<file path="src/pbmux_pkg.sv">
// Package with register map, bit positions and pin indices of the port B mux.
package pbmux_pkg;
    // ==========================================================
    // Register byte offsets.
    localparam logic [7:0] PBMUX_OFF_MCU_CONTROL = 8'h00;
    localparam logic [7:0] PBMUX_OFF_DIR = 8'h04;
    localparam logic [7:0] PBMUX_OFF_OUT = 8'h08;
    localparam logic [7:0] PBMUX_OFF_IN = 8'h0c;
    localparam logic [7:0] PBMUX_OFF_IRQ_STATUS = 8'h10;
    localparam logic [7:0] PBMUX_OFF_IRQ_MASK = 8'h14;
    // ==========================================================
    // Field layout and reset values.
    localparam int PBMUX_BIT_PULLUP_DISABLE = 4;
    localparam int PBMUX_BIT_VECTOR_SELECT = 1;
    localparam int PBMUX_BIT_VECTOR_UNLOCK = 0;
    localparam logic [7:0] PBMUX_MCU_WMASK = 8'h13;
    localparam logic [7:0] PBMUX_MCU_RESET = 8'h00;
    localparam logic [7:0] PBMUX_BYTE_RESET = 8'h00;
    localparam logic [31:0] PBMUX_WORD_ZERO = 32'h0000_0000;
    // ==========================================================
    // Pin indices.
    localparam int PBMUX_PIN_OSC_OUT = 7;
    localparam int PBMUX_PIN_OSC_IN = 6;
    localparam int PBMUX_PIN_SCK = 5;
    localparam int PBMUX_PIN_MISO = 4;
    localparam int PBMUX_PIN_MOSI = 3;
    localparam int PBMUX_PIN_SEL = 2;
    localparam int PBMUX_PIN_CMP1A = 1;
    localparam int PBMUX_NUM_PINS = 8;

    // All state of the mux top.
    typedef struct packed {
        logic [7:0] mcu;
        logic [7:0] dir;
        logic [7:0] out;
        logic [7:0] pin;
        logic [7:0] irq_sts;
        logic [7:0] irq_mask;
        logic [31:0] prdata;
        logic pready;
        logic pslverr;
        logic [7:0] pad_oe;
        logic [7:0] pad_out;
        logic [7:0] pad_pu;
        logic irq;
        logic spi_slave_active;
    } pbmux_state_t;
endpackage

</file>
<file path="src/pbmux_top.sv">
// Port B alternate function multiplexer with APB register file.
`timescale 1ns/10ps
`default_nettype none
// ==========================================================
module pbmux_top
    import pbmux_pkg::*;
(
    // APB clock and reset.
    input wire logic pclk,
    input wire logic presetn,
    // APB slave.
    input wire logic psel,
    input wire logic penable,
    input wire logic pwrite,
    input wire logic [7:0] paddr,
    input wire logic [31:0] pwdata,
    output logic [31:0] prdata,
    output logic pready,
    output logic pslverr,
    // Clock source and timer oscillator selection.
    input wire logic clk_src_int_rc,
    input wire logic clk_src_ext_clock,
    input wire logic async_timer_select,
    input wire logic external_timer_clock_select,
    // SPI controls and data.
    input wire logic spi_enable,
    input wire logic spi_master,
    input wire logic spi_sck_out,
    input wire logic spi_slave_out,
    input wire logic spi_master_out,
    // Timer compare outputs.
    input wire logic timer2_cmp_a_en,
    input wire logic timer2_cmp_a_out,
    input wire logic timer1_cmp_b_en,
    input wire logic timer1_cmp_b_out,
    input wire logic timer1_cmp_a_en,
    input wire logic timer1_cmp_a_out,
    // Pads.
    input wire logic [7:0] pad_in,
    output logic [7:0] pad_out,
    output logic [7:0] pad_oe,
    output logic [7:0] pad_pullup,
    // Pin-change sources, SPI activity and interrupt.
    output logic [7:0] pin_change_src,
    output logic spi_slave_active,
    output logic irq
);
    // ==========================================================
    // Per-pin override resolution, returns {pull-up, enable, value}.
    function automatic logic [2:0] pin_ctl(input logic dir, input logic out,
        input logic global_pullup_disable, input logic puoe, input logic puov, input logic ddoe,
        input logic direction_override_value, input logic pvoe, input logic value_override_value);
        logic pu;
        logic oe;
        logic val;
        pu = puoe ? puov : (!dir && out && !global_pullup_disable);
        oe = ddoe ? direction_override_value : dir;
        val = oe ? (pvoe ? value_override_value : out) : 1'b0;
        return {pu, oe, val};
    endfunction

    pbmux_state_t st_q;
    pbmux_state_t st_d;

    logic global_pullup_disable;
    logic clk7;
    logic clk6;
    logic spi_slv;
    logic spi_mst;
    logic [7:0] clk_pins;
    logic [7:0] puoe;
    logic [7:0] puov;
    logic [7:0] ddoe;
    logic [7:0] pvoe;
    logic [7:0] value_override_value;
    logic [7:0] rd_dir;
    logic [7:0] rd_out;
    logic [7:0] rd_in;
    logic [7:0] events;
    logic [2:0] ctl;
    logic mapped;
    logic wr_en;

    // ==========================================================
    // Alternate function selection.
    always_comb begin
        global_pullup_disable = st_q.mcu[PBMUX_BIT_PULLUP_DISABLE];
        // Crystal needs both pins; an external clock only takes bit 6.
        clk7 = (!clk_src_int_rc && !clk_src_ext_clock)
            || (clk_src_int_rc && async_timer_select && !external_timer_clock_select);
        clk6 = !clk_src_int_rc || (clk_src_int_rc && async_timer_select);
        spi_slv = spi_enable && !spi_master;
        spi_mst = spi_enable && spi_master;
        clk_pins = '0;
        clk_pins[PBMUX_PIN_OSC_OUT] = clk7;
        clk_pins[PBMUX_PIN_OSC_IN] = clk6;
        puoe = '0;
        puov = '0;
        ddoe = '0;
        pvoe = '0;
        value_override_value = '0;
        // Clock pins: driver, pull-up and value all forced off.
        puoe = clk_pins;
        ddoe = clk_pins;
        // SPI forced inputs, pull-up still from the output bit.
        puoe[PBMUX_PIN_SCK] = spi_slv;
        ddoe[PBMUX_PIN_SCK] = spi_slv;
        puoe[PBMUX_PIN_MISO] = spi_mst;
        ddoe[PBMUX_PIN_MISO] = spi_mst;
        puoe[PBMUX_PIN_MOSI] = spi_slv;
        ddoe[PBMUX_PIN_MOSI] = spi_slv;
        puoe[PBMUX_PIN_SEL] = spi_slv;
        ddoe[PBMUX_PIN_SEL] = spi_slv;
        for (int i = PBMUX_PIN_SEL; i <= PBMUX_PIN_SCK; i++) begin
            puov[i] = st_q.out[i] && !global_pullup_disable;
        end
        // Value overrides act only where the direction bit drives.
        pvoe[PBMUX_PIN_SCK] = spi_mst;
        value_override_value[PBMUX_PIN_SCK] = spi_sck_out;
        pvoe[PBMUX_PIN_MISO] = spi_slv;
        value_override_value[PBMUX_PIN_MISO] = spi_slave_out;
        pvoe[PBMUX_PIN_MOSI] = spi_mst || timer2_cmp_a_en;
        value_override_value[PBMUX_PIN_MOSI] = (spi_mst && spi_master_out)
            || (timer2_cmp_a_en && timer2_cmp_a_out);
        pvoe[PBMUX_PIN_SEL] = timer1_cmp_b_en;
        value_override_value[PBMUX_PIN_SEL] = timer1_cmp_b_out;
        pvoe[PBMUX_PIN_CMP1A] = timer1_cmp_a_en;
        value_override_value[PBMUX_PIN_CMP1A] = timer1_cmp_a_out;
        // Register bits of a clock pin read as zero.
        rd_dir = st_q.dir & ~clk_pins;
        rd_out = st_q.out & ~clk_pins;
        rd_in = st_q.pin & ~clk_pins;
    end

    // ==========================================================
    // Next state.
    always_comb begin
        st_d = st_q;
        ctl = '0;
        for (int i = 0; i < PBMUX_NUM_PINS; i++) begin
            ctl = pin_ctl(st_q.dir[i], st_q.out[i], global_pullup_disable, puoe[i], 1'b0 | puov[i],
                ddoe[i], 1'b0, pvoe[i], value_override_value[i]);
            st_d.pad_pu[i] = ctl[2] && !global_pullup_disable;
            st_d.pad_oe[i] = ctl[1];
            st_d.pad_out[i] = ctl[0];
        end
        // Inputs are synchronous to pclk, one stage feeds pin change.
        st_d.pin = pad_in;
        events = st_q.pin ^ pad_in;
        st_d.spi_slave_active = spi_slv && !pad_in[PBMUX_PIN_SEL] && !clk_pins[PBMUX_PIN_SEL];
        // Zero-wait APB: data is prepared in setup, pready in access.
        mapped = (paddr == PBMUX_OFF_MCU_CONTROL) || (paddr == PBMUX_OFF_DIR)
            || (paddr == PBMUX_OFF_OUT) || (paddr == PBMUX_OFF_IN)
            || (paddr == PBMUX_OFF_IRQ_STATUS) || (paddr == PBMUX_OFF_IRQ_MASK);
        wr_en = psel && penable && st_q.pready && pwrite && mapped;
        st_d.pready = psel && !penable;
        st_d.pslverr = psel && !penable && !mapped;
        st_d.prdata = PBMUX_WORD_ZERO;
        if (psel && !penable && !pwrite) begin
            case (paddr)
                PBMUX_OFF_MCU_CONTROL: st_d.prdata[7:0] = st_q.mcu;
                PBMUX_OFF_DIR: st_d.prdata[7:0] = rd_dir;
                PBMUX_OFF_OUT: st_d.prdata[7:0] = rd_out;
                PBMUX_OFF_IN: st_d.prdata[7:0] = rd_in;
                PBMUX_OFF_IRQ_STATUS: st_d.prdata[7:0] = st_q.irq_sts;
                PBMUX_OFF_IRQ_MASK: st_d.prdata[7:0] = st_q.irq_mask;
                default: st_d.prdata = PBMUX_WORD_ZERO;
            endcase
        end
        if (wr_en) begin
            case (paddr)
                PBMUX_OFF_MCU_CONTROL: st_d.mcu = pwdata[7:0] & PBMUX_MCU_WMASK;
                PBMUX_OFF_DIR: st_d.dir = pwdata[7:0];
                PBMUX_OFF_OUT: st_d.out = pwdata[7:0];
                PBMUX_OFF_IRQ_STATUS: st_d.irq_sts = st_q.irq_sts & ~pwdata[7:0];
                PBMUX_OFF_IRQ_MASK: st_d.irq_mask = pwdata[7:0];
                default: st_d.mcu = st_q.mcu;
            endcase
        end
        // A change in the clearing cycle still sets its bit.
        st_d.irq_sts = st_d.irq_sts | events;
        st_d.irq = |(st_d.irq_sts & st_d.irq_mask);
    end

    always_ff @(posedge pclk or negedge presetn) begin
        if (!presetn) begin
            st_q <= '0;
        end else begin
            st_q <= st_d;
        end
    end

    // ==========================================================
    // Outputs.
    assign prdata = st_q.prdata;
    assign pready = st_q.pready;
    assign pslverr = st_q.pslverr;
    assign pad_out = st_q.pad_out;
    assign pad_oe = st_q.pad_oe;
    assign pad_pullup = st_q.pad_pu;
    assign pin_change_src = st_q.pin;
    assign spi_slave_active = st_q.spi_slave_active;
    assign irq = st_q.irq;

    // ==========================================================
    // Checks.
    AST_PUD_OFF: assert property (@(posedge pclk) disable iff (!presetn)
        $past(st_q.mcu[PBMUX_BIT_PULLUP_DISABLE]) |-> pad_pullup == 8'h00)
        else $error("pull-up on while disabled");
    AST_CLK7_FREE: assert property (@(posedge pclk) disable iff (!presetn)
        $past(clk7) |-> !pad_oe[PBMUX_PIN_OSC_OUT] && !pad_pullup[PBMUX_PIN_OSC_OUT])
        else $error("bit 7 driven while clock pin");
    AST_CLK6_FREE: assert property (@(posedge pclk) disable iff (!presetn)
        $past(!clk_src_int_rc) |-> !pad_oe[PBMUX_PIN_OSC_IN])
        else $error("bit 6 driven while oscillator input");
    AST_TOSC: assert property (@(posedge pclk) disable iff (!presetn)
        $past(clk_src_int_rc && async_timer_select && st_q.dir[PBMUX_PIN_OSC_IN])
        |-> !pad_oe[PBMUX_PIN_OSC_IN])
        else $error("bit 6 driven in timer oscillator mode");
    AST_CLK_READ: assert property (@(posedge pclk) disable iff (!presetn)
        psel && !penable && !pwrite && paddr == PBMUX_OFF_DIR && clk6
        |=> !prdata[PBMUX_PIN_OSC_IN])
        else $error("clock pin direction bit reads one");
    AST_SCK_SLAVE: assert property (@(posedge pclk) disable iff (!presetn)
        $past(spi_enable && !spi_master) |-> !pad_oe[PBMUX_PIN_SCK])
        else $error("clock pin driven as slave");
    AST_MISO_MASTER: assert property (@(posedge pclk) disable iff (!presetn)
        $past(spi_enable && spi_master) |-> !pad_oe[PBMUX_PIN_MISO])
        else $error("MISO driven as master");
    AST_SEL_PU: assert property (@(posedge pclk) disable iff (!presetn)
        $past(spi_enable && !spi_master && st_q.out[PBMUX_PIN_SEL] && !global_pullup_disable)
        |-> pad_pullup[PBMUX_PIN_SEL])
        else $error("select pull-up lost");
    AST_CMP_DIR: assert property (@(posedge pclk) disable iff (!presetn)
        $past(timer1_cmp_a_en && st_q.dir[PBMUX_PIN_CMP1A])
        |-> pad_oe[PBMUX_PIN_CMP1A] && pad_out[PBMUX_PIN_CMP1A] == $past(timer1_cmp_a_out))
        else $error("compare output not on pad");
    AST_PCHG: assert property (@(posedge pclk) disable iff (!presetn)
        ##1 pin_change_src == $past(pad_in))
        else $error("pin change source lags");
    AST_SLV_ACT: assert property (@(posedge pclk) disable iff (!presetn)
        spi_slave_active |-> $past(!pad_in[PBMUX_PIN_SEL] && spi_enable && !spi_master))
        else $error("slave active without select low");

    // ==========================================================
    // Checks on override resolution and the register side.
    AST_TOSC_OUT: assert property (@(posedge pclk) disable iff (!presetn)
        $past(clk_src_int_rc && async_timer_select && !external_timer_clock_select)
        |-> !pad_oe[PBMUX_PIN_OSC_OUT] && !pad_pullup[PBMUX_PIN_OSC_OUT])
        else $error("bit 7 driven in timer oscillator mode");
    AST_GPIO_HI: assert property (@(posedge pclk) disable iff (!presetn)
        $past(clk_src_int_rc && !async_timer_select)
        |-> pad_oe[PBMUX_PIN_OSC_OUT:PBMUX_PIN_OSC_IN]
            == $past(st_q.dir[PBMUX_PIN_OSC_OUT:PBMUX_PIN_OSC_IN]))
        else $error("upper pins not general I/O");
    AST_CLK6_PU: assert property (@(posedge pclk) disable iff (!presetn)
        $past(!clk_src_int_rc) |-> !pad_pullup[PBMUX_PIN_OSC_IN])
        else $error("bit 6 pull-up on while oscillator input");
    AST_CLK_READ_OUT: assert property (@(posedge pclk) disable iff (!presetn)
        psel && !penable && !pwrite && paddr == PBMUX_OFF_OUT && clk7
        |=> !prdata[PBMUX_PIN_OSC_OUT])
        else $error("clock pin output bit reads one");
    AST_CLK_READ_IN: assert property (@(posedge pclk) disable iff (!presetn)
        psel && !penable && !pwrite && paddr == PBMUX_OFF_IN && clk6
        |=> !prdata[PBMUX_PIN_OSC_IN])
        else $error("clock pin input bit reads one");
    AST_SCK_MASTER: assert property (@(posedge pclk) disable iff (!presetn)
        $past(spi_enable && spi_master)
        |-> pad_oe[PBMUX_PIN_SCK] == $past(st_q.dir[PBMUX_PIN_SCK]))
        else $error("clock pin ignores direction as master");
    AST_MISO_SLAVE: assert property (@(posedge pclk) disable iff (!presetn)
        $past(spi_enable && !spi_master)
        |-> pad_oe[PBMUX_PIN_MISO] == $past(st_q.dir[PBMUX_PIN_MISO]))
        else $error("MISO ignores direction as slave");
    AST_MOSI_SLAVE: assert property (@(posedge pclk) disable iff (!presetn)
        $past(spi_enable && !spi_master) |-> !pad_oe[PBMUX_PIN_MOSI])
        else $error("MOSI driven as slave");
    AST_MOSI_MASTER: assert property (@(posedge pclk) disable iff (!presetn)
        $past(spi_enable && spi_master)
        |-> pad_oe[PBMUX_PIN_MOSI] == $past(st_q.dir[PBMUX_PIN_MOSI]))
        else $error("MOSI ignores direction as master");
    AST_SEL_SLAVE: assert property (@(posedge pclk) disable iff (!presetn)
        $past(spi_enable && !spi_master) |-> !pad_oe[PBMUX_PIN_SEL])
        else $error("select pin driven as slave");
    AST_SEL_MASTER: assert property (@(posedge pclk) disable iff (!presetn)
        $past(spi_enable && spi_master)
        |-> pad_oe[PBMUX_PIN_SEL] == $past(st_q.dir[PBMUX_PIN_SEL]))
        else $error("select pin ignores direction as master");
    AST_SLV_SET: assert property (@(posedge pclk) disable iff (!presetn)
        spi_enable && !spi_master && !pad_in[PBMUX_PIN_SEL] |=> spi_slave_active)
        else $error("slave not active with select low");
    AST_MISO_PU: assert property (@(posedge pclk) disable iff (!presetn)
        $past(spi_enable && spi_master)
        |-> pad_pullup[PBMUX_PIN_MISO] == $past(st_q.out[PBMUX_PIN_MISO] && !global_pullup_disable))
        else $error("MISO pull-up not from output bit");
    AST_CMP2A: assert property (@(posedge pclk) disable iff (!presetn)
        $past(timer2_cmp_a_en && !spi_enable && st_q.dir[PBMUX_PIN_MOSI])
        |-> pad_out[PBMUX_PIN_MOSI] == $past(timer2_cmp_a_out))
        else $error("timer 2 compare output not on pad");
    AST_CMP_NODIR: assert property (@(posedge pclk) disable iff (!presetn)
        $past(!st_q.dir[PBMUX_PIN_CMP1A]) |-> !pad_oe[PBMUX_PIN_CMP1A] && !pad_out[PBMUX_PIN_CMP1A])
        else $error("compare output driven without direction");
    AST_PIN_EVT: assert property (@(posedge pclk) disable iff (!presetn)
        |(st_q.pin ^ pad_in)
        |=> (st_q.irq_sts & $past(st_q.pin ^ pad_in)) == $past(st_q.pin ^ pad_in))
        else $error("pin change not recorded");
    AST_PU_DEFAULT: assert property (@(posedge pclk) disable iff (!presetn)
        $past(!spi_enable && !clk7 && !clk6)
        |-> pad_pullup == $past(~st_q.dir & st_q.out & ~{8{global_pullup_disable}}))
        else $error("default pull-up wrong");
    AST_DIR_OVR: assert property (@(posedge pclk) disable iff (!presetn)
        $past(clk6 && st_q.dir[PBMUX_PIN_OSC_IN]) |-> !pad_oe[PBMUX_PIN_OSC_IN])
        else $error("direction override ignored");
    AST_VAL_OVR: assert property (@(posedge pclk) disable iff (!presetn)
        $past(timer1_cmp_b_en && !spi_enable && st_q.dir[PBMUX_PIN_SEL])
        |-> pad_out[PBMUX_PIN_SEL] == $past(timer1_cmp_b_out))
        else $error("value override ignored");
    AST_VAL_PLAIN: assert property (@(posedge pclk) disable iff (!presetn)
        $past(!timer1_cmp_a_en && st_q.dir[PBMUX_PIN_CMP1A])
        |-> pad_out[PBMUX_PIN_CMP1A] == $past(st_q.out[PBMUX_PIN_CMP1A]))
        else $error("pad value not from output bit");
    AST_SPI_OFF: assert property (@(posedge pclk) disable iff (!presetn)
        $past(!spi_enable)
        |-> pad_oe[PBMUX_PIN_SCK:PBMUX_PIN_SEL] == $past(st_q.dir[PBMUX_PIN_SCK:PBMUX_PIN_SEL]))
        else $error("SPI override while disabled");
endmodule
`default_nettype wire

</file>
<file path="config.mk">
export PLATFORM = sky130hd
export DESIGN_NAME = pbmux_top
export DESIGN_NICKNAME = d
export VERILOG_FILES = /design/src/pbmux_pkg.sv /design/src/pbmux_top.sv
export SDC_FILE = /design/constraint.sdc
export NUM_CORES = 1
export LEC_CHECK = 0
export BUFFER_PORTS_ARGS = -buffer_cell sky130_fd_sc_hd__buf_2
export CORE_MARGIN = 2
export CORE_UTILIZATION = 40
export DETAILED_ROUTE_END_ITERATION = 10
export MAX_ROUTING_LAYER = met4
export PLACE_DENSITY = 0.65
export SLEW_MARGIN = 30
export SYNTH_ARGS = -nofsm -noshare
export SYNTH_HDL_FRONTEND = slang
export SYNTH_SLANG_ARGS = --single-unit
</file>
<file path="constraint.sdc">
create_clock -name pclk -period 4.1 [get_ports pclk]
set_input_delay 0.82 -clock pclk [delete_from_list [all_inputs] [get_ports pclk]]
set_output_delay 0.82 -clock pclk [all_outputs]
set_load 0.01 [all_outputs]
</file>
==> flow_summary.ini <==
[timing]
worstMarginPinSlew_ns = 0.744
clock_skew_ns = 0.00479
hold_viol_final = 0
setup_tns_ns = 0
slew_violations = 0
finalSetupViolations = 0
fmax_mhz = 352
max_slew_margin = 0.502
hold_slack_ns = 0.454
fin_crit_ns = 2.84
post-route-period-util = 0.692
rsz0062_at_grt = no

[yosys]
syn_avg_cell_area_um2 = 11.6
netlist.area_leader.share = 0.523
synth-seq-cells = 79
synth.area.top_cells = dfrtp_1, buf_4, mux2_2
ys_types = 42
synth_area_leader_cell = dfrtp_1
syn_inst = 326
synth.yosys.seq_area_share = 0.523
yosysWarningCount = 0
synth_area_mm2 = 0.00378

[final_layout]
nets = 450
fill_cells = 872
finalInstanceArea_mm2 = 0.00419
syn_to_final_growth_pct = 10.9
utilization = 0.455
antenna_cells = 0
drive_above_1_share = 0.359

[setup_path]
cp_data_arrival_time_ns = 3.05
slowest_stage = or4_4
start_kind = primary input
slowest_delay_ns = 0.63
crit_path_end_kind = flop
critPathMaxFanout = 12
critical_path_class = primary input to flop
crit_chain = buf_2 > or4_1 > or4_4 > a211o_1 > a2111oi_2 > nand3_1
worstPathRequired_ns = 4.32

[worst_hold_path]
timing.hold.worst.class = flop to flop

[route]
first_pass_iters = 5
drt-initial-drc-count = 193
post_drt_wl_per_cell_um = 16.3
drt-vias-per-instance = 5.06
drt-total-wl_um = 8130
route.detailed.drc = 0
antenna_left = 0
vias = 2519

[die]
start_util = 0.411
coreArea_mm2 = 0.00920
die_w_um = 101
pin_count = 136
num_rows = 35
die_h_um = 101
dieArea_mm2 = 0.0102

[global_routing]
grt_pass1_vias = 2507
grt_usage = 0.172
grt_start_max_net_pins = 80
overflow = 0
grt_pass1_wl_um = 13000
antenna_found_initial = 0

[place]
finalWeightedCongestion = 0.887
place.port_buffers = 87
placed_area_mm2 = 0.00397
post-dp-hpwl_um = 5720

[power_and_ir_drop]
powerDensity_mw_per_mm2 = 362
p_leak_nw = 2.13
power_w = 0.00151
ir_drop_v = 0.000167

[clock_network]
cts_made_buffers = 9
cts_resized = 0
worstSkewPairLatency_ns = 0.34
clock_sinks = 79
hold_buffers = 0
clockBufferDepth = 2
post_cts_buffers = 0
cts_tree = built
clk_pin_slew_ns = 0.08
cts_root_buf = clkbuf_8
ctsHtreeMaxLevel = 3

[job]
drv_cap = 0

[outcome]
status = complete, no violations
worst max-delay path, delay by kind of cell:
kind,cells,cell delay [ns]
compound gates,2,0.67
simple gates,3,1.33
buf+inv,1,0.23
cells in the mapped netlist (all sizes together):
cell	n
mux2i	11
o22ai	2
dfrtp	79
o41ai	3
a2111oi	1
nand4	4
a31oi	1
nand2b	4
buf	66
a22oi	8
mux2	23
nor4	2
nor4b	3
nand3	5
nand3b	1
nor3	3
a222oi	5
or4	2
a21oi	15
nor3b	5
xor2	8
and3	3
nor2	12
o2bb2ai	2
a211o	6
clkbuf	5
nand2	12
conb	1
or4b	2
nor2b	11
a21boi	1
and2	8
and2b	1
inv	7
o31ai	3
and4	1
metal layers:
layer,share of wire,global-route usage,vias to the layer above
met4,0.014,0.0696,0
met3,0.076,0.0304,12
li1,-,-,1177
met2,0.46,0.246,105
met5,0,-,-
met1,0.45,0.242,1225
final cells by class:
cell class	count	area, um^2	area share
Clock buffer	11	131	0.0314
Clock inverter	5	82.6	0.0197
Inverter	7	26.3	0.00627
Multi-Input combinational cell	192	1350	0.321
Sequential cell	79	1980	0.472
Tap cell	111	139	0.0332
Timing Repair Buffer	93	487	0.116
worst paths after layout:
| path | slack (ns) | endpoint | start | cells past startpoint |
|---|---|---|---|---|
| worst max register to register | 1.91 | irq | pready | 5 |
| worst min register to register | 0.45 | pad_oe[0] | st_d[18] | 0 |
| worst min-delay path | 0.45 | pad_oe[0] | st_d[18] | 0 |
| worst max-delay path | 1.26 | irq | paddr[2] | 6 |
| max in group asynchronous | 3.12 | prdata[7] | presetn | 1 |
| min in group asynchronous | 0.49 | pad_oe[0] | presetn | 1 |
state kept, by name (all words and copies together), names as in the netlist:
name / count
st_q: 32
pad_oe: 8
pad_out: 8
pad_pullup: 8
pin_change_src: 8
prdata: 8
st_d: 2
global_pullup_disable: 1
irq: 1
pready: 1
pslverr: 1
spi_slave_active: 1
placed cells by master, fill, tap and decap left out, types with 9 or more instances in the layout:
master / n
buf_2: 86
conb_1: 24
clkbuf_8: 9
a21oi_1: 15
mux2_2: 23
nand2_1: 12
dfrtp_1: 79
nor2_1: 12
nor2b_1: 11
mux2i_1: 11
cells by family (layout without fill, tap and decap cells):
kind of cell           count (synthesis)  count (layout)  share of synthesized area
other                                  1              24                   0.000993
AND/OR/NAND/NOR                       79              79                      0.123
XOR/XNOR                               8               8                     0.0185
multiplexers                          34              34                     0.0977
AO/OA/AOI/OAI                         47              47                     0.0927
buffers and inverters                 78             116                      0.143
flip-flops                            79              79                      0.523
per-stage QoR:
| step | worst slack [ns] | instances |
|---|---|---|
| 2_1_floorplan | 1.23 | 349 |
| 3_3_place_gp | 0.909 | 482 |
| 3_5_place_dp | 0.879 | 482 |
| 4_1_cts | 1.25 | 498 |
| 5_1_grt | 1.15 | 498 |
| 6_report | 1.26 | 498 |
power by group:
group | total [W] | internal, W | switching, W
sequential | 0.000789 | 0.000784 | 0.00000493
clock | 0.000623 | 0.000343 | 0.000280
combinational | 0.000101 | 0.0000353 | 0.0000659
Power figures use the tool's default switching activity.
